## src/verilog/ctp_defines.vh

```
// register map, field positions, reset values and bus codes of the timer pair block
`ifndef CTP_DEFINES_VH
`define CTP_DEFINES_VH

// ====================================================================
// register offsets inside one pair (byte addresses, bits 4:2)
`define CTP_IDX_LO_CTL 3'h0
`define CTP_IDX_HI_CTL 3'h1
`define CTP_IDX_LO_CNT 3'h2
`define CTP_IDX_HI_CNT 3'h3
`define CTP_IDX_LO_PER 3'h4
`define CTP_IDX_HI_PER 3'h5
`define CTP_IDX_HOLD 3'h6
`define CTP_IDX_FLAGS 3'h7
// address bit that selects pair b, base of pair b is 0x40
`define CTP_PAIR_SEL_BIT 6
`define CTP_PAIR_B_BASE 32'h0000_0040

// ====================================================================
// control register fields
`define CTP_BIT_RUN 15
`define CTP_BIT_IDLE 13
`define CTP_BIT_GATE 6
`define CTP_BIT_PS_HI 5
`define CTP_BIT_PS_LO 4
`define CTP_BIT_JOIN 3
`define CTP_BIT_CS 1
// implemented bits; everything else reads zero
`define CTP_LO_CTL_MASK 16'hA07A
`define CTP_HI_CTL_MASK 16'hA072
`define CTP_FLAG_MASK 2'h3

// ====================================================================
// reset values
`define CTP_CTL_RESET 16'h0000
`define CTP_CNT_RESET 16'h0000
`define CTP_PER_RESET 16'hFFFF
`define CTP_WORD_MAX 16'hFFFF

// ====================================================================
// prescaler terminal counts (divide by n means count 0 .. n-1)
`define CTP_PS_DIV1 8'h00
`define CTP_PS_DIV8 8'h07
`define CTP_PS_DIV64 8'h3F
`define CTP_PS_DIV256 8'hFF

// ====================================================================
// axi response codes
`define CTP_RESP_OKAY 2'h0
`define CTP_RESP_SLVERR 2'h2

`endif

```

## src/verilog/ctp_top.v

```verilog
// timer pair block top: axi4-lite slave, register file and pair joining
//
// The implementer's own choices: the placing of the registers and the AXI4-Lite register port.
`timescale 1ns/100ps
`include "ctp_defines.vh"
// ====================================================================

module ctp_top (
  // clock and reset
  input wire sys_clk_i,
  input wire rst_i,
  // axi4-lite write address
  input wire s_axi_awvalid_i,
  output reg s_axi_awready_o,
  input wire [31:0] s_axi_awaddr_i,
  // axi4-lite write data
  input wire s_axi_wvalid_i,
  output reg s_axi_wready_o,
  input wire [31:0] s_axi_wdata_i,
  input wire [3:0] s_axi_wstrb_i,
  // axi4-lite write response
  output reg s_axi_bvalid_o,
  input wire s_axi_bready_i,
  output reg [1:0] s_axi_bresp_o,
  // axi4-lite read address
  input wire s_axi_arvalid_i,
  output reg s_axi_arready_o,
  input wire [31:0] s_axi_araddr_i,
  // axi4-lite read data
  output reg s_axi_rvalid_o,
  input wire s_axi_rready_i,
  output reg [31:0] s_axi_rdata_o,
  output reg [1:0] s_axi_rresp_o,
  // timer pins, index 0 is pair a
  input wire [1:0] lower_ext_clock_pin_i,
  input wire [1:0] upper_ext_clock_pin_i,
  input wire idle_i,
  // events toward the rest of the chip
  output reg [3:0] timer_flag_o,
  output reg [3:0] dma_req_o,
  output reg adc_trig_o,
  output reg [3:0] timebase_tick_o
);

  // ==================================================================
  // helpers
  // byte-lane merge of the low 16 bits; upper lanes hold nothing
  function [15:0] ctp_merge;
    input [15:0] old;
    input [31:0] data;
    input [3:0] strb;
    begin
      ctp_merge = {(strb[1] ? data[15:8] : old[15:8]), (strb[0] ? data[7:0] : old[7:0])};
    end
  endfunction

  // mapped: two pairs of eight aligned words, nothing else
  function ctp_addr_ok;
    input [31:0] a;
    begin
      ctp_addr_ok = (a[31:7] == 25'h0) && (a[5] == 1'b0) && (a[1:0] == 2'b00);
    end
  endfunction

  // ==================================================================
  // register storage, pair a in the low slice

  reg [31:0] ctl_lo;
  reg [31:0] ctl_hi;
  reg [31:0] per_lo;
  reg [31:0] per_hi;
  reg [31:0] hold;
  wire [31:0] cnt_lo;
  wire [31:0] cnt_hi;

  // write channel holding state
  reg aw_held;
  reg w_held;
  reg [31:0] aw_addr;
  reg [31:0] w_data;
  reg [3:0] w_strb;

  // per-timer event vectors, bit 2p is lower, 2p+1 upper of pair p
  wire [3:0] flag_set;
  wire [3:0] match_ev;
  wire [3:0] tick_v;

  // ==================================================================
  // write decode

  wire wr_fire;
  wire wr_ok;
  wire wp;
  wire [2:0] wreg;
  wire [15:0] wsel_cnt;
  wire [15:0] ld_val;
  wire [1:0] ld_lo;
  wire [1:0] ld_hi;
  wire [1:0] clr_bits;
  wire [3:0] flag_clr;

  // a write goes ahead once address and data are both in and the last answer is gone
  assign wr_fire = aw_held & w_held & ~s_axi_bvalid_o;
  assign wr_ok = ctp_addr_ok(aw_addr);
  assign wp = aw_addr[`CTP_PAIR_SEL_BIT];
  assign wreg = aw_addr[4:2];

  // count loads merge lanes with the live count
  assign wsel_cnt = (wreg == `CTP_IDX_LO_CNT) ? cnt_lo[wp * 16 +: 16] : cnt_hi[wp * 16 +: 16];
  assign ld_val = ctp_merge(wsel_cnt, w_data, w_strb);
  assign ld_lo[0] = wr_fire & wr_ok & ~wp & (wreg == `CTP_IDX_LO_CNT);
  assign ld_lo[1] = wr_fire & wr_ok & wp & (wreg == `CTP_IDX_LO_CNT);
  assign ld_hi[0] = wr_fire & wr_ok & ~wp & (wreg == `CTP_IDX_HI_CNT);
  assign ld_hi[1] = wr_fire & wr_ok & wp & (wreg == `CTP_IDX_HI_CNT);

  // flags clear by writing ones
  assign clr_bits = (wr_fire & wr_ok & (wreg == `CTP_IDX_FLAGS) & w_strb[0]) ?
                    (w_data[1:0] & `CTP_FLAG_MASK) : 2'b00;
  assign flag_clr = wp ? {clr_bits, 2'b00} : {2'b00, clr_bits};

  // ==================================================================
  // the two pairs

  genvar g;
  generate
    for (g = 0; g < 2; g = g + 1) begin : pair
      wire [15:0] cl;
      wire [15:0] ch;
      wire joined;
      wire tick_lo;
      wire tick_hi_raw;
      wire gf_lo;
      wire gf_hi;
      wire m16_lo;
      wire m16_hi;
      wire m32;
      wire lo_clear;
      wire hi_clear;
      wire hi_tick;

      assign cl = ctl_lo[g * 16 +: 16];
      assign ch = ctl_hi[g * 16 +: 16];
      assign joined = cl[`CTP_BIT_JOIN];

      // the lower source also drives the joined pair, so both idle bits stop it
      ctp_tick u_tick_lo (
        .sys_clk_i(sys_clk_i),
        .rst_i(rst_i),
        .run_i(cl[`CTP_BIT_RUN]),
        .halt_i(idle_i & (cl[`CTP_BIT_IDLE] | (joined & ch[`CTP_BIT_IDLE]))),
        .ext_sel_i(cl[`CTP_BIT_CS]),
        .gate_en_i(cl[`CTP_BIT_GATE]),
        .prescale_i(cl[`CTP_BIT_PS_HI:`CTP_BIT_PS_LO]),
        .pin_i(lower_ext_clock_pin_i[g]),
        .tick_o(tick_lo),
        .gate_fall_o(gf_lo)
      );

      // upper source is held stopped while joined
      ctp_tick u_tick_hi (
        .sys_clk_i(sys_clk_i),
        .rst_i(rst_i),
        .run_i(ch[`CTP_BIT_RUN] & ~joined),
        .halt_i(idle_i & ch[`CTP_BIT_IDLE]),
        .ext_sel_i(ch[`CTP_BIT_CS]),
        .gate_en_i(ch[`CTP_BIT_GATE]),
        .prescale_i(ch[`CTP_BIT_PS_HI:`CTP_BIT_PS_LO]),
        .pin_i(upper_ext_clock_pin_i[g]),
        .tick_o(tick_hi_raw),
        .gate_fall_o(gf_hi)
      );

      // period compares, 16-bit each and 32-bit joined
      assign m16_lo = (cnt_lo[g * 16 +: 16] == per_lo[g * 16 +: 16]);
      assign m16_hi = (cnt_hi[g * 16 +: 16] == per_hi[g * 16 +: 16]);
      assign m32 = m16_lo & m16_hi;

      // joined: upper word advances on lower carry, lower is the least significant word
      assign lo_clear = joined ? m32 : m16_lo;
      assign hi_clear = joined ? m32 : m16_hi;
      assign hi_tick = joined ?
                       (tick_lo & ((cnt_lo[g * 16 +: 16] == `CTP_WORD_MAX) | m32)) :
                       tick_hi_raw;

      ctp_count16 u_cnt_lo (
        .sys_clk_i(sys_clk_i),
        .rst_i(rst_i),
        .tick_i(tick_lo),
        .clear_i(lo_clear),
        .load_i(ld_lo[g]),
        .load_val_i(ld_val),
        .count_o(cnt_lo[g * 16 +: 16])
      );

      ctp_count16 u_cnt_hi (
        .sys_clk_i(sys_clk_i),
        .rst_i(rst_i),
        .tick_i(hi_tick),
        .clear_i(hi_clear),
        .load_i(ld_hi[g]),
        .load_val_i(ld_val),
        .count_o(cnt_hi[g * 16 +: 16])
      );

      // joined events all land on the upper flag
      assign match_ev[2 * g] = ~joined & tick_lo & m16_lo;
      assign match_ev[2 * g + 1] = joined ? (tick_lo & m32) : (tick_hi_raw & m16_hi);
      assign flag_set[2 * g] = match_ev[2 * g] | (~joined & gf_lo);
      assign flag_set[2 * g + 1] = match_ev[2 * g + 1] | (joined ? gf_lo : gf_hi);
      assign tick_v[2 * g] = tick_lo;
      assign tick_v[2 * g + 1] = hi_tick;
    end
  endgenerate

  // ==================================================================
  // read decode

  wire rp;
  wire [2:0] rreg;
  wire rd_ok;
  reg [15:0] rd_word;

  assign rp = s_axi_araddr_i[`CTP_PAIR_SEL_BIT];
  assign rreg = s_axi_araddr_i[4:2];
  assign rd_ok = ctp_addr_ok(s_axi_araddr_i);

  // unimplemented control bits come back as zero
  always @* begin
    case (rreg)
      `CTP_IDX_LO_CTL: rd_word = ctl_lo[rp * 16 +: 16] & `CTP_LO_CTL_MASK;
      `CTP_IDX_HI_CTL: rd_word = ctl_hi[rp * 16 +: 16] & `CTP_HI_CTL_MASK;
      `CTP_IDX_LO_CNT: rd_word = cnt_lo[rp * 16 +: 16];
      `CTP_IDX_HI_CNT: rd_word = cnt_hi[rp * 16 +: 16];
      `CTP_IDX_LO_PER: rd_word = per_lo[rp * 16 +: 16];
      `CTP_IDX_HI_PER: rd_word = per_hi[rp * 16 +: 16];
      `CTP_IDX_HOLD: rd_word = hold[rp * 16 +: 16];
      default: rd_word = {14'h0000, timer_flag_o[rp * 2 +: 2]};
    endcase
  end

  // ==================================================================
  // write channels, registers and response

  always @(posedge sys_clk_i) begin
    if (rst_i) begin
      s_axi_awready_o <= 1'b1;
      s_axi_wready_o <= 1'b1;
      s_axi_bvalid_o <= 1'b0;
      s_axi_bresp_o <= `CTP_RESP_OKAY;
      aw_held <= 1'b0;
      w_held <= 1'b0;
      aw_addr <= 32'h0000_0000;
      w_data <= 32'h0000_0000;
      w_strb <= 4'h0;
      ctl_lo <= {`CTP_CTL_RESET, `CTP_CTL_RESET};
      ctl_hi <= {`CTP_CTL_RESET, `CTP_CTL_RESET};
      per_lo <= {`CTP_PER_RESET, `CTP_PER_RESET};
      per_hi <= {`CTP_PER_RESET, `CTP_PER_RESET};
    end else begin
      // address and data are taken in either order
      if (s_axi_awvalid_i && s_axi_awready_o) begin
        aw_held <= 1'b1;
        aw_addr <= s_axi_awaddr_i;
        s_axi_awready_o <= 1'b0;
      end
      if (s_axi_wvalid_i && s_axi_wready_o) begin
        w_held <= 1'b1;
        w_data <= s_axi_wdata_i;
        w_strb <= s_axi_wstrb_i;
        s_axi_wready_o <= 1'b0;
      end
      if (s_axi_bvalid_o && s_axi_bready_i) begin
        s_axi_bvalid_o <= 1'b0;
      end
      if (wr_fire) begin
        aw_held <= 1'b0;
        w_held <= 1'b0;
        s_axi_awready_o <= 1'b1;
        s_axi_wready_o <= 1'b1;
        s_axi_bvalid_o <= 1'b1;
        s_axi_bresp_o <= wr_ok ? `CTP_RESP_OKAY : `CTP_RESP_SLVERR;
        if (wr_ok) begin
          case (wreg)
            `CTP_IDX_LO_CTL: ctl_lo[wp * 16 +: 16] <=
              ctp_merge(ctl_lo[wp * 16 +: 16], w_data, w_strb) & `CTP_LO_CTL_MASK;
            `CTP_IDX_HI_CTL: ctl_hi[wp * 16 +: 16] <=
              ctp_merge(ctl_hi[wp * 16 +: 16], w_data, w_strb) & `CTP_HI_CTL_MASK;
            `CTP_IDX_LO_PER: per_lo[wp * 16 +: 16] <=
              ctp_merge(per_lo[wp * 16 +: 16], w_data, w_strb);
            `CTP_IDX_HI_PER: per_hi[wp * 16 +: 16] <=
              ctp_merge(per_hi[wp * 16 +: 16], w_data, w_strb);
            default: begin
            end
          endcase
        end
      end
    end
  end

  // ==================================================================
  // read channel and coherent hold word

  always @(posedge sys_clk_i) begin
    if (rst_i) begin
      s_axi_arready_o <= 1'b1;
      s_axi_rvalid_o <= 1'b0;
      s_axi_rdata_o <= 32'h0000_0000;
      s_axi_rresp_o <= `CTP_RESP_OKAY;
      hold <= 32'h0000_0000;
    end else begin
      if (wr_fire && wr_ok && (wreg == `CTP_IDX_HOLD)) begin // a same-edge snapshot wins
        hold[wp * 16 +: 16] <= ctp_merge(hold[wp * 16 +: 16], w_data, w_strb);
      end
      if (s_axi_arvalid_i && s_axi_arready_o) begin
        s_axi_arready_o <= 1'b0;
        s_axi_rvalid_o <= 1'b1;
        s_axi_rdata_o <= rd_ok ? {16'h0000, rd_word} : 32'h0000_0000;
        s_axi_rresp_o <= rd_ok ? `CTP_RESP_OKAY : `CTP_RESP_SLVERR;
        // snapshot the upper word with the lower read so a carry between reads is harmless
        if (rd_ok && (rreg == `CTP_IDX_LO_CNT) && ctl_lo[rp * 16 + `CTP_BIT_JOIN]) begin
          hold[rp * 16 +: 16] <= cnt_hi[rp * 16 +: 16];
        end
      end
      if (s_axi_rvalid_o && s_axi_rready_i) begin
        s_axi_rvalid_o <= 1'b0;
        s_axi_arready_o <= 1'b1;
      end
    end
  end

  // ==================================================================
  // flags and event outputs

  // a flag event in the cycle of its clear survives
  always @(posedge sys_clk_i) begin
    if (rst_i) begin
      timer_flag_o <= 4'h0;
      dma_req_o <= 4'h0;
      adc_trig_o <= 1'b0;
      timebase_tick_o <= 4'h0;
    end else begin
      timer_flag_o <= (timer_flag_o & ~flag_clr) | flag_set;
      dma_req_o <= match_ev;
      adc_trig_o <= match_ev[1];
      timebase_tick_o <= tick_v;
    end
  end

endmodule

```

## src/verilog/ctp_tick.v

```verilog
// count-enable generator: clock source select, gating, prescaler and idle halt
`timescale 1ns/100ps
`include "ctp_defines.vh"

module ctp_tick (
  // clock and reset
  input wire sys_clk_i,
  input wire rst_i,
  // configuration
  input wire run_i,
  input wire halt_i,
  input wire ext_sel_i,
  input wire gate_en_i,
  input wire [1:0] prescale_i,
  // external clock / gate pin
  input wire pin_i,
  // events
  output wire tick_o,
  output wire gate_fall_o
);

  reg pin_q;
  reg [7:0] ps_cnt;
  reg [7:0] ps_limit;
  wire gated;
  wire src;
  wire active;

  // divider terminal count per prescale code
  always @* begin
    case (prescale_i)
      2'b00: ps_limit = `CTP_PS_DIV1;
      2'b01: ps_limit = `CTP_PS_DIV8;
      2'b10: ps_limit = `CTP_PS_DIV64;
      default: ps_limit = `CTP_PS_DIV256;
    endcase
  end

  // pin edges are seen on the system clock only, so no asynchronous counting exists
  assign gated = ~ext_sel_i & gate_en_i;
  assign src = ext_sel_i ? (pin_i & ~pin_q) : (gated ? pin_i : 1'b1);
  assign active = run_i & ~halt_i;
  assign tick_o = active & src & (ps_cnt == ps_limit);
  assign gate_fall_o = active & gated & pin_q & ~pin_i;

  // prescaler restarts whenever run is cleared; an idle halt only holds it
  always @(posedge sys_clk_i) begin
    if (rst_i) begin
      pin_q <= 1'b0;
      ps_cnt <= 8'h00;
    end else begin
      pin_q <= pin_i;
      if (!run_i) begin
        ps_cnt <= 8'h00;
      end else if (active && src) begin
        ps_cnt <= (ps_cnt == ps_limit) ? 8'h00 : ps_cnt + 8'h01;
      end
    end
  end

endmodule

```

## src/verilog/ctp_count16.v

```verilog
// one 16-bit count word with software load and period clear
`timescale 1ns/100ps
`include "ctp_defines.vh"

module ctp_count16 (
  // clock and reset
  input wire sys_clk_i,
  input wire rst_i,
  // counting
  input wire tick_i,
  input wire clear_i,
  // software load
  input wire load_i,
  input wire [15:0] load_val_i,
  // state
  output reg [15:0] count_o
);

  // a software write wins over a tick in the same cycle; that tick is lost
  always @(posedge sys_clk_i) begin
    if (rst_i) begin
      count_o <= `CTP_CNT_RESET;
    end else if (load_i) begin
      count_o <= load_val_i;
    end else if (tick_i) begin
      count_o <= clear_i ? `CTP_CNT_RESET : count_o + 16'h0001;
    end
  end

endmodule

```

## config.mk

```make
export PLATFORM = sky130hd
export DESIGN_NAME = ctp_top
export DESIGN_NICKNAME = d
export VERILOG_FILES = /design/src/verilog/ctp_top.v /design/src/verilog/ctp_tick.v /design/src/verilog/ctp_count16.v
export VERILOG_INCLUDE_DIRS = /design/src /design/src/verilog
export SDC_FILE = /design/constraint.sdc
export NUM_CORES = 1
export LEC_CHECK = 0
export BUFFER_PORTS_ARGS = -buffer_cell sky130_fd_sc_hd__buf_2
export CAP_MARGIN = 20
export CORE_MARGIN = 4
export CORE_UTILIZATION = 50
export CTS_BUF_LIST = sky130_fd_sc_hd__clkbuf_16
export CTS_CLUSTER_DIAMETER = 120
export DETAILED_ROUTE_END_ITERATION = 16
export HOLD_SLACK_MARGIN = 0.03
export PLACE_DENSITY = 0.73
export SLEW_MARGIN = 10
export SYNTH_ARGS = -nofsm -noshare
export SYNTH_HDL_FRONTEND = slang
export SYNTH_SLANG_ARGS = --single-unit
```

## constraint.sdc

```tcl
create_clock -name sys_clk_i -period 2.7 [get_ports sys_clk_i]
set_input_delay 0.135 -clock sys_clk_i [delete_from_list [all_inputs] [get_ports sys_clk_i]]
set_output_delay 0.135 -clock sys_clk_i [all_outputs]
set_load 0.1 [all_outputs]
```

==> impl_metrics.env, run 1 <==
export IMPL_synth_edf_count=0
export IMPL_finalSetupViolations=0
export IMPL_maxSlewViolCount=0
export IMPL_cp_cell_sequence="nor4_1 > and4_1 > nand2_1 > or3_1 > o41ai_1 > a21oi_1 > a211oi_1"
export IMPL_drive_gt1_share_pct=19.5
export IMPL_synthArstFlopShare_pct=0
export IMPL_route_detailed_drc=0
export IMPL_powerDensity_mw_per_mm2=478
export IMPL_clock_sinks=309
export IMPL_fillCellCount=3051
export IMPL_cts_tree="yes"
export IMPL_grt_pass1_wl_um=113000
export IMPL_cts_max_level=2
export IMPL_drt_initial_drc_count=2054
export IMPL_avgSynthCellArea_um2=8.06
export IMPL_cts_root_buf="clkbuf_16"
export IMPL_fin_crit_sh_pct=96.7
export IMPL_start_kind="flop"
export IMPL_synth_seq_area_share_pct=34.7
export IMPL_cpMaxStageDelayCell="or3_1"
export IMPL_ys_flop_type="dfxtp_1"
export IMPL_cap_violations=0
export IMPL_max_freq_mhz=383
export IMPL_vias_per_cell=6.40
export IMPL_tns_ns=0
export IMPL_antenna_found_initial=2
export IMPL_worst_path_max_fanout=10
export IMPL_dr_pass1_iters=7
export IMPL_hpwlAfterDp_um=55400
export IMPL_synthToLayoutAreaGrowth_pct=21.9
export IMPL_synth_seq_cells=309
export IMPL_utilization_pct=62.4
export IMPL_arrival_ns=3.01
export IMPL_postPlaceCellArea_mm2=0.0201
export IMPL_yosysUniqueCellTypes=89
export IMPL_hold_class="primary input to flop"
export IMPL_wire_per_inst_um=26.0
export IMPL_max_slew_margin_pct=32.9
export IMPL_clk_latency_ns=0.56
export IMPL_die_x_um=197
export IMPL_post_cts_setup_buffers=0
export IMPL_slowest_delay_ns=0.59
export IMPL_core_mm2=0.0349
export IMPL_rsz0062_at_grt="no"
export IMPL_synthXorXnorAreaFrac_pct=5.20
export IMPL_yosys_warnings=0
export IMPL_num_io_pins=166
export IMPL_clk_pin_slew_worst_paths_ns=0.06
export IMPL_fp_row_count=68
export IMPL_antenna_left=0
export IMPL_fin_nets=2588
export IMPL_worstMarginPinSlew_ns=1.00
export IMPL_clockBufferDepth=3
export IMPL_cp_end_kind="flop"
export IMPL_synthSimpleGateAreaFrac_pct=22.0
export IMPL_initial_core_util_pct=51.2
export IMPL_grt_ovfl_total=0
export IMPL_track_usage_pct=38.3
export IMPL_irDropWorstVdd_v=0.000577
export IMPL_cpLargestDelayFamily="simple AND/OR/NAND/NOR gates"
export IMPL_cp_required_ns=3.10
export IMPL_p_leak_nw=8.97
export IMPL_synthAdderAreaFrac_pct=0.617
export IMPL_fin_cells=2947
export IMPL_fin_crit_ns=2.61
export IMPL_hold_viol_final=0
export IMPL_fin_area_mm2=0.0218
export IMPL_dpl_cell_count=2823
export IMPL_grt_max_degree=121
export IMPL_critPathBufInv=0
export IMPL_port_buffers=129
export IMPL_dieArea_mm2=0.0388
export IMPL_path_class="flop to flop"
export IMPL_routed_wl_um=76800
export IMPL_synth_compound_area_share_pct=21.3
export IMPL_skew_ns=0.0282
export IMPL_synth_cells=2214
export IMPL_cts_buffers=36
export IMPL_vias=18900
export IMPL_netlist_area_mm2=0.0178
export IMPL_die_h_um=197
export IMPL_grt_pass1_vias=17900
export IMPL_gp_congestion=1.08
export IMPL_synth_top_family_by_area="simple AND/OR/NAND/NOR gates"
export IMPL_status="finished, final reports clean"
export IMPL_muxShareOfSynthArea_pct=10.4
==> path summary, 6_finish.rpt <==
check                    startpoint                          end  slack (ns)  cells past startpoint
hold reg to reg         aw_addr[26]                  aw_addr[26]        0.45                      2
hold / removal    s_axi_araddr_i[2]             s_axi_rdata_o[3]         0.1                      4
setup reg to reg        aw_addr[14]  pair[0].u_cnt_lo.count_o[2]        0.09                      7
setup / recovery        aw_addr[14]  pair[0].u_cnt_lo.count_o[2]        0.09                      7
==> synthesized netlist by cell type, drive strengths merged, types with 5 or more instances <==
cell type | n | area, µm²
or3 | 8 | 50.1
nand4b | 5 | 43.8
o21a | 9 | 67.6
nand2b | 22 | 138
o22ai | 28 | 175
o21bai | 9 | 67.6
a211oi | 58 | 435
nand4 | 25 | 156
o31ai | 6 | 45.0
a21oi | 150 | 758
xor2 | 75 | 657
mux2i | 105 | 1050
nand3 | 57 | 285
inv | 29 | 109
mux4 | 11 | 248
a41oi | 6 | 52.6
nor2b | 45 | 282
buf | 44 | 277
and4 | 7 | 61.3
o21ai | 99 | 495
o211ai | 72 | 541
nor4 | 38 | 259
mux2 | 50 | 563
a221oi | 32 | 293
and3 | 33 | 206
ha | 8 | 100
a31oi | 26 | 163
a21boi | 7 | 52.6
nor2 | 204 | 785
clkbuf | 159 | 619
a221o | 26 | 262
and2 | 20 | 126
dfxtp | 309 | 6190
nand2 | 280 | 1050
xnor2 | 31 | 272
or4 | 7 | 52.6
a22oi | 10 | 75.1
nor3 | 40 | 210
==> stage by stage <==
stage	worst slack [ns]	total power [mW]	hold WS, ns
after floorplan	0.101	5.42	0.235
after global placement	0.0474	5.80	0.341
after detailed placement	0.144	5.81	0.355
after CTS	0.116	10.4	0.0810
after global routing	0.00397	10.7	0.166
final	0.0879	10.4	0.0972
==> cell usage in the layout (no fill, tap or decap), drive strengths merged, types with 22 or more instances in the layout <==
cell / Yosys / layout
buf: 44 / 341
dfxtp: 309 / 309
nand2: 280 / 280
nor2: 204 / 204
a21oi: 150 / 150
mux2i: 105 / 105
o21ai: 99 / 99
xor2: 75 / 75
o211ai: 72 / 72
dlygate4sd3: 0 / 62
a211oi: 58 / 58
nand3: 57 / 57
mux2: 50 / 50
nor2b: 45 / 45
nor3: 40 / 40
inv: 29 / 40
nor4: 38 / 38
clkbuf: 159 / 37
and3: 33 / 33
a221oi: 32 / 32
xnor2: 31 / 31
o22ai: 28 / 28
a31oi: 26 / 26
a221o: 26 / 26
nand4: 25 / 25
nand2b: 22 / 22
==> state kept, by name, indices dropped and copies added, names as in the netlist, 2 cells and up <==
signal / count
aw_addr: 32
dma_req_o: 4
w_data: 16
hold: 32
w_strb: 2
pair.u_tick_hi.pin_q: 2
per_hi: 32
pair.u_cnt_hi.count_o: 32
ctl_hi: 12
per_lo: 32
timer_flag_o: 4
pair.u_tick_hi.ps_cnt: 16
pair.u_tick_lo.ps_cnt: 16
pair.u_cnt_lo.count_o: 32
ctl_lo: 14
timebase_tick_o: 4
s_axi_rdata_o: 16
pair.u_tick_lo.pin_q: 2
==> area by class of cell <==
cell class / instances / area, µm² / share of cell area, %
Multi-Input combinational cell: 1689 / 10700 / 49.3
Sequential cell: 309 / 6200 / 28.5
Timing Repair Buffer: 403 / 3070 / 14.1
Clock buffer: 37 / 926 / 4.26
Tap cell: 455 / 569 / 2.62
Clock inverter: 24 / 140 / 0.644
Inverter: 29 / 109 / 0.500
Antenna cell: 1 / 2.50 / 0.0115
==> cell families after synthesis <==
logic type / count (synthesis)
and+or+nand+nor: 817
AOI/OAI and AO/OA: 573
DFF: 309
buffers and inverters: 233
muxes: 166
xor gates and xnor gates: 106
adders and majority gates: 9
other: 1
==> worst reg2reg max path: cells and delay by family (launching register included) <==
| family | cells | cell delay (ns) |
|---|---|---|
| AO/OA/AOI/OAI | 3 | 0.73 |
| flip-flops | 1 | 0.32 |
| AND/OR/NAND/NOR | 4 | 1.43 |
==> power breakdown <==
part	leakage (nW)	internal [mW]	switching, mW
logic	5.91	0.378	0.764
clock network	0.556	2.57	2.01
registers	2.50	4.62	0.0663
total	8.97	7.57	2.84
==> what timing repair did <==
item                                    in CTS  in global routing
hold buffers                                62                  0
gates resized for setup                      0                  6
hold endpoints to repair                    61                  0
endpoints found under the setup margin       0                  3
==> per-layer routing <==
layer / vias up / share of wire (%) / track usage, %
met4: 2 / 5.3 / 18.2
met3: 235 / 12 / 10.5
met2: 1140 / 43 / 57.7
met5: - / 0.020 / 0
met1: 8986 / 39 / 51.0
li1: 8507 / - / -
(Power assumes the default switching activity.)
==> run 2, diff against run 1 <==
--- a/config.mk
+++ b/config.mk
@@ -8,13 +8,15 @@
 export LEC_CHECK = 0
 export BUFFER_PORTS_ARGS = -buffer_cell sky130_fd_sc_hd__buf_2
 export CAP_MARGIN = 20
+export CELL_PAD_IN_SITES_DETAIL_PLACEMENT = 0
+export CELL_PAD_IN_SITES_GLOBAL_PLACEMENT = 1
 export CORE_MARGIN = 4
-export CORE_UTILIZATION = 50
+export CORE_UTILIZATION = 45
 export CTS_BUF_LIST = sky130_fd_sc_hd__clkbuf_16
 export CTS_CLUSTER_DIAMETER = 120
 export DETAILED_ROUTE_END_ITERATION = 16
 export HOLD_SLACK_MARGIN = 0.03
-export PLACE_DENSITY = 0.73
+export PLACE_DENSITY = 0.84
 export SLEW_MARGIN = 10
 export SYNTH_ARGS = -nofsm -noshare
 export SYNTH_HDL_FRONTEND = slang
==> run 2 against run 1 <==
Register-to-register slack got worse by 0.02 ns. Final cell count up 3.1%. Clock power increased by 4.4%. Clock skew down 0.0026 ns. Sequential cell count unchanged. Die area up 11%. Largest power group is now the clock network.
==> impl_metrics.env, run 2 (synthesis gave the netlist of run 1 again) <==
export IMPL_cpMaxStageDelayCell="dfxtp_1"
export IMPL_drive_gt1_share_pct=19.3
export IMPL_track_usage_pct=33.4
export IMPL_cpLargestDelayFamily="compound AO/OA/AOI/OAI gates"
export IMPL_cts_buffers=36
export IMPL_hpwlAfterDp_um=54600
export IMPL_dr_pass1_iters=6
export IMPL_worst_path_max_fanout=4
export IMPL_ff2ff_setup_slack_ns=0.07
export IMPL_whs_path_depth=5
export IMPL_finalSetupViolations=0
export IMPL_clk_pin_slew_worst_paths_ns=0.06
export IMPL_fin_nets=2618
export IMPL_multi_input_area_mm2=0.0108
export IMPL_worstMarginPinSlew_ns=1.01
export IMPL_critPathBufInv=1
export IMPL_drt_initial_drc_count=2423
export IMPL_clockBufferDepth=3
export IMPL_start_kind="flop"
export IMPL_wire_per_inst_um=24.8
export IMPL_grt_ovfl_total=0
export IMPL_fin_crit_sh_pct=97.4
export IMPL_p_leak_nw=9.10
export IMPL_arrival_ns=3.08
export IMPL_skew_ns=0.0256
export IMPL_die_x_um=207
export IMPL_fin_crit_ns=2.63
export IMPL_grt_max_degree=58
export IMPL_final_common_cell="dfxtp_1"
export IMPL_cts_max_level=2
export IMPL_powerDensity_mw_per_mm2=479
export IMPL_clk_latency_ns=0.57
export IMPL_fin_cells=3039
export IMPL_rsz0062_at_grt="no"
export IMPL_route_detailed_drc=0
export IMPL_cap_violations=0
export IMPL_cp_end_kind="flop"
export IMPL_vias_per_cell=6.20
export IMPL_maxSlewViolCount=0
export IMPL_tns_ns=0
export IMPL_hold_end="s_axi_rresp_o[1]"
export IMPL_die_h_um=207
export IMPL_cp_required_ns=3.15
export IMPL_grt_pass1_wl_um=112000
export IMPL_routed_wl_um=75300
export IMPL_slowest_delay_ns=0.51
export IMPL_clock_sinks=309
export IMPL_cts_tree="yes"
export IMPL_ff_latch_area_mm2=0.00619
export IMPL_status="finished, final reports clean"
export IMPL_hold_class="primary input to flop"
export IMPL_r2r_end="pair[1].u_cnt_hi.count_o[15]"
export IMPL_grt_pass1_vias=17900
export IMPL_min_delay_start="s_axi_araddr_i[18]"
export IMPL_path_class="flop to flop"
export IMPL_port_buffers=129
export IMPL_cp_cell_sequence="xor2_1 > nor4_1 > nand4_1 > buf_4 > a2bb2o_1 > a21oi_2 > o41a_1 > a221oi_2"
export IMPL_hold_viol_final=0
export IMPL_antenna_left=0
export IMPL_cts_root_buf="clkbuf_16"
export IMPL_core_mm2=0.0389
export IMPL_initial_core_util_pct=45.8
export IMPL_num_io_pins=166
export IMPL_synthToLayoutAreaGrowth_pct=23.8
export IMPL_fp_row_count=72
export IMPL_layout_common_cells="dfxtp_1 (305), nand2_1 (280), buf_4 (204)"
export IMPL_irDropWorstVdd_v=0.000371
export IMPL_fillCellCount=3557
export IMPL_regToRegStartpoint="per_hi[30]"
export IMPL_gp_congestion=1.05
export IMPL_max_freq_mhz=380
export IMPL_reg2reg_depth=8
export IMPL_antenna_found_initial=3
export IMPL_max_slew_margin_pct=32.6
export IMPL_dpl_cell_count=2884
export IMPL_dieArea_mm2=0.0429
export IMPL_vias=18800
[run 2: cell types whose count changed in the layout (fill, tap and decap cells not counted), moves of 4 or more]
cell           before  now
buf_12             17    8
buf_4             194  204
clkinv_1            6   10
dfxtp_1           301  305
dfxtp_2             7    3
dlygate4sd3_1      62   92
inv_1              37   32
[run 2: routing by layer]
metal | vias up | share of wire [%] | GRT usage, %
li1 | 8556 | - | -
met1 | 8963 | 39 | 44.6
met2 | 1101 | 42 | 50.0
met3 | 226 | 13 | 9.95
met4 | 2 | 5.5 | 15.2
met5 | - | 0.015 | 0
[run 2: metrics by stage]
| stage | utilization [%] | total power, mW | setup slack [ns] | area [µm²] | hold slack [ns] |
|---|---|---|---|---|---|
| floorplan | - | 5.42 | 0.101 | 17900 | 0.235 |
| global placement | 51.4 | 5.75 | 0.110 | 20000 | 0.342 |
| detailed placement | 51.4 | 5.76 | 0.0183 | 20000 | 0.357 |
| CTS | 56.6 | 10.6 | 0.0943 | 22000 | 0.103 |
| global route | 56.8 | 10.9 | 0.0111 | 22100 | 0.178 |
| finish | 56.8 | 10.6 | 0.0691 | 22100 | 0.120 |
[run 2: worst max-delay path by stage]
stage	start	endpoint	slack [ns]	cells past startpoint
after floorplan	s_axi_bvalid_o	pair[1].u_cnt_hi.count_o[10]	0.10	10
after global placement	s_axi_bvalid_o	pair[1].u_cnt_hi.count_o[9]	0.11	8
after detailed placement	s_axi_bvalid_o	pair[1].u_cnt_hi.count_o[9]	0.02	8
after CTS	aw_addr[11]	pair[1].u_cnt_hi.count_o[12]	0.09	9
after global routing	aw_addr[4]	pair[0].u_cnt_hi.count_o[12]	0.01	7
final	per_hi[30]	pair[1].u_cnt_hi.count_o[15]	0.07	8
[run 2: layout make-up]
type	count	area share (%)
multi-input combinational	1689	48.7
sequential	309	28.0
timing repair buffer	433	14.8
clock buffer	38	4.30
tap	518	2.93
clock inverter	22	0.725
inverter	29	0.493
antenna	1	0.0113
[run 2: timing repair]
item,CTS,global route
pin swaps,0,1
hold buffers,92,0
hold endpoints to repair,79,0
resized for setup,1,6
endpoints found under the setup margin,1,54
buffers inserted,0,2
[run 2: worst min-delay path, cell delays in order]
cell and delay (ns):
buf_2 0.07, nor4_1 0.03, nand4b_1 0.17, nor2_1 0.10, nor3_1 0.12
[run 2: power breakdown]
part | internal [mW] | switching [mW]
registers | 4.62 | 0.0781
logic | 0.390 | 0.728
clock network | 2.72 | 2.05
==> run 3, diff against run 2 <==
--- a/config.mk
+++ b/config.mk
@@ -8,15 +8,13 @@
 export LEC_CHECK = 0
 export BUFFER_PORTS_ARGS = -buffer_cell sky130_fd_sc_hd__buf_2
 export CAP_MARGIN = 20
-export CELL_PAD_IN_SITES_DETAIL_PLACEMENT = 0
-export CELL_PAD_IN_SITES_GLOBAL_PLACEMENT = 1
 export CORE_MARGIN = 4
-export CORE_UTILIZATION = 45
+export CORE_UTILIZATION = 58
 export CTS_BUF_LIST = sky130_fd_sc_hd__clkbuf_16
 export CTS_CLUSTER_DIAMETER = 120
 export DETAILED_ROUTE_END_ITERATION = 16
 export HOLD_SLACK_MARGIN = 0.03
-export PLACE_DENSITY = 0.84
+export PLACE_DENSITY = 0.82
 export SLEW_MARGIN = 10
 export SYNTH_ARGS = -nofsm -noshare
 export SYNTH_HDL_FRONTEND = slang
==> run 3 against run 2 <==
Count of clock-buffer cells in the layout down 2. Wire length increased by 3.4%. Highest routed layer unchanged. Via count is 5.4% higher. Core utilization is 16 points higher. Total power down 1.5%. Final cell count is 4.0% lower. Worst hold slack improved by 0.11 ns. Combinational power rose by 5%. Die area is 22% lower. Sequential share of layout area up 0.29 points. First-iteration DRC count increased by 25%.
==> impl_metrics.env, run 3 (synthesis gave the netlist of run 1 again) <==
export IMPL_status="finished, final reports clean"
export IMPL_routed_wl_um=77800
export IMPL_cts_tree="yes"
export IMPL_cts_max_level=2
export IMPL_p_sw_share_pct=27.9
export IMPL_p_sw_mw=2.91
export IMPL_skew_ns=0.0194
export IMPL_worstMarginPinSlew_ns=1.05
export IMPL_core_mm2=0.0300
export IMPL_drive_gt1_share_pct=20.2
export IMPL_grt_max_degree=111
export IMPL_cpLargestDelayFamily="simple AND/OR/NAND/NOR gates"
export IMPL_critPathBufInv=1
export IMPL_fp_row_count=63
export IMPL_max_freq_mhz=378
export IMPL_p_leak_nw=9.08
export IMPL_post_cts_setup_buffers=0
export IMPL_synthToLayoutAreaGrowth_pct=22.6
export IMPL_antenna_found_initial=1
export IMPL_p_clk_share_pct=43.6
export IMPL_power_frac_comb_pct=11.3
export IMPL_track_usage_pct=44.5
export IMPL_grt_pass1_wl_um=115000
export IMPL_arrival_ns=3.12
export IMPL_finalSetupViolations=0
export IMPL_cp_cell_sequence="or4_1 > a2111oi_4 > nor2_2 > nor4_4 > buf_4 > nand3_1 > or4b_1 > a31oi_1"
export IMPL_layout_common_cells="dfxtp_1 (303), nand2_1 (280), buf_4 (227)"
export IMPL_dpl_cell_count=2783
export IMPL_hold_class="primary input to flop"
export IMPL_vias_per_cell=6.81
export IMPL_path_class="flop to flop"
export IMPL_clockBufferDepth=3
export IMPL_clock_sinks=309
export IMPL_die_h_um=183
export IMPL_dr_pass1_iters=8
export IMPL_drt_initial_drc_count=3019
export IMPL_hpwlAfterDp_um=54900
export IMPL_wire_per_inst_um=26.7
export IMPL_max_slew_margin_pct=29.9
export IMPL_cp_end_kind="flop"
export IMPL_grt_ovfl_total=0
export IMPL_dieArea_mm2=0.0336
export IMPL_cpMaxStageDelayCell="or4_1"
export IMPL_fin_crit_ns=2.64
export IMPL_start_kind="flop"
export IMPL_die_x_um=183
export IMPL_gp_congestion=1.12
export IMPL_fin_cells=2916
export IMPL_cts_root_buf="clkbuf_16"
export IMPL_num_io_pins=166
export IMPL_clk_pin_slew_worst_paths_ns=0.06
export IMPL_clk_latency_ns=0.55
export IMPL_final_common_cell="dfxtp_1"
export IMPL_diodes=0
export IMPL_powerDensity_mw_per_mm2=477
export IMPL_maxSlewViolCount=0
export IMPL_seqPwrFrac_pct=45.1
export IMPL_worst_path_max_fanout=4
export IMPL_antenna_left=0
export IMPL_utilization_pct=73.0
export IMPL_cts_buffers=35
export IMPL_initial_core_util_pct=59.6
export IMPL_slowest_delay_ns=0.59
export IMPL_vias=19900
export IMPL_cap_violations=0
export IMPL_fin_nets=2623
export IMPL_p_int_mw=7.52
export IMPL_fin_crit_sh_pct=98.0
export IMPL_port_buffers=129
export IMPL_tns_ns=0
export IMPL_irDropWorstVdd_v=0.000694
export IMPL_route_detailed_drc=0
export IMPL_fillCellCount=2241
export IMPL_grt_pass1_vias=18700
export IMPL_cp_required_ns=3.17
export IMPL_hold_viol_final=0
run 3: cell count changes in the layout (fill, tap and decap cells not counted), moves of 2 or more:
cell | previous run | this run
buf_4 | 204 | 227
clkbuf_16 | 38 | 36
dfxtp_1 | 305 | 303
dfxtp_2 | 3 | 5
dlygate4sd3_1 | 92 | 72
inv_1 | 32 | 36
run 3: worst paths after layout:
| kind | startpoint | end | slack (ns) | depth (start not counted) |
|---|---|---|---|---|
| hold reg to reg | s_axi_rdata_o[15] | s_axi_rdata_o[15] | 0.46 | 2 |
| setup reg to reg | ctl_lo[20] | pair[1].u_cnt_hi.count_o[7] | 0.06 | 8 |
| hold / removal | s_axi_araddr_i[28] | s_axi_rresp_o[1] | 0.23 | 5 |
| setup / recovery | ctl_lo[20] | pair[1].u_cnt_hi.count_o[7] | 0.06 | 8 |
run 3: power by group through the flow:
stage	Sequential, mW	Clock [mW]	Combinational [mW]
final	4.70	4.55	1.18
after detailed placement	4.79	0	1.02
after global routing	4.70	4.69	1.22
after CTS	4.69	4.51	1.11
after global placement	4.78	0	1.00
after floorplan	4.80	0	0.614
run 3: area by class of cell:
class,instances,area (µm²),area share [%]
inverter,29,109,0.498
clock inverter,24,144,0.658
clock buffer,36,901,4.12
tap,390,488,2.23
multi-input combinational,1689,10800,49.2
sequential,309,6200,28.3
timing repair buffer,439,3280,15.0
run 3: timing repair:
item | 4_1_cts | 5_1_grt
endpoints found under the setup margin | 1 | 17
hold endpoints to repair | 85 | 0
hold buffers | 72 | 0
gates resized for setup | 1 | 8
run 3: per-layer routing:
metal	share of wire (%)	routed length [µm]	up-vias	GRT usage (%)
met1	37	28800	9335	58.1
met2	41	32300	1578	65.4
met5	0.0090	7	-	0
met4	7.6	5950	2	26.3
met3	14	10900	383	12.9
li1	-	-	8571	-
run 3: per-stage QoR:
stage	total power [mW]	instance area [µm²]	setup slack (ns)	hold WS (ns)
CTS	10.3	21800	0.0459	0.217
detailed placement	5.81	20100	-0.0276	0.366
floorplan	5.42	17900	0.101	0.235
finish	10.4	21900	0.0553	0.232
global route	10.6	21900	-0.00931	0.248
global placement	5.79	20100	-0.0340	0.342
run 3: tightest hold or removal path: stages:
cell and delay (ns):
buf_2 0.08, nor4_1 0.04, nand4_1 0.17, nor2_1 0.16, nor3_1 0.14
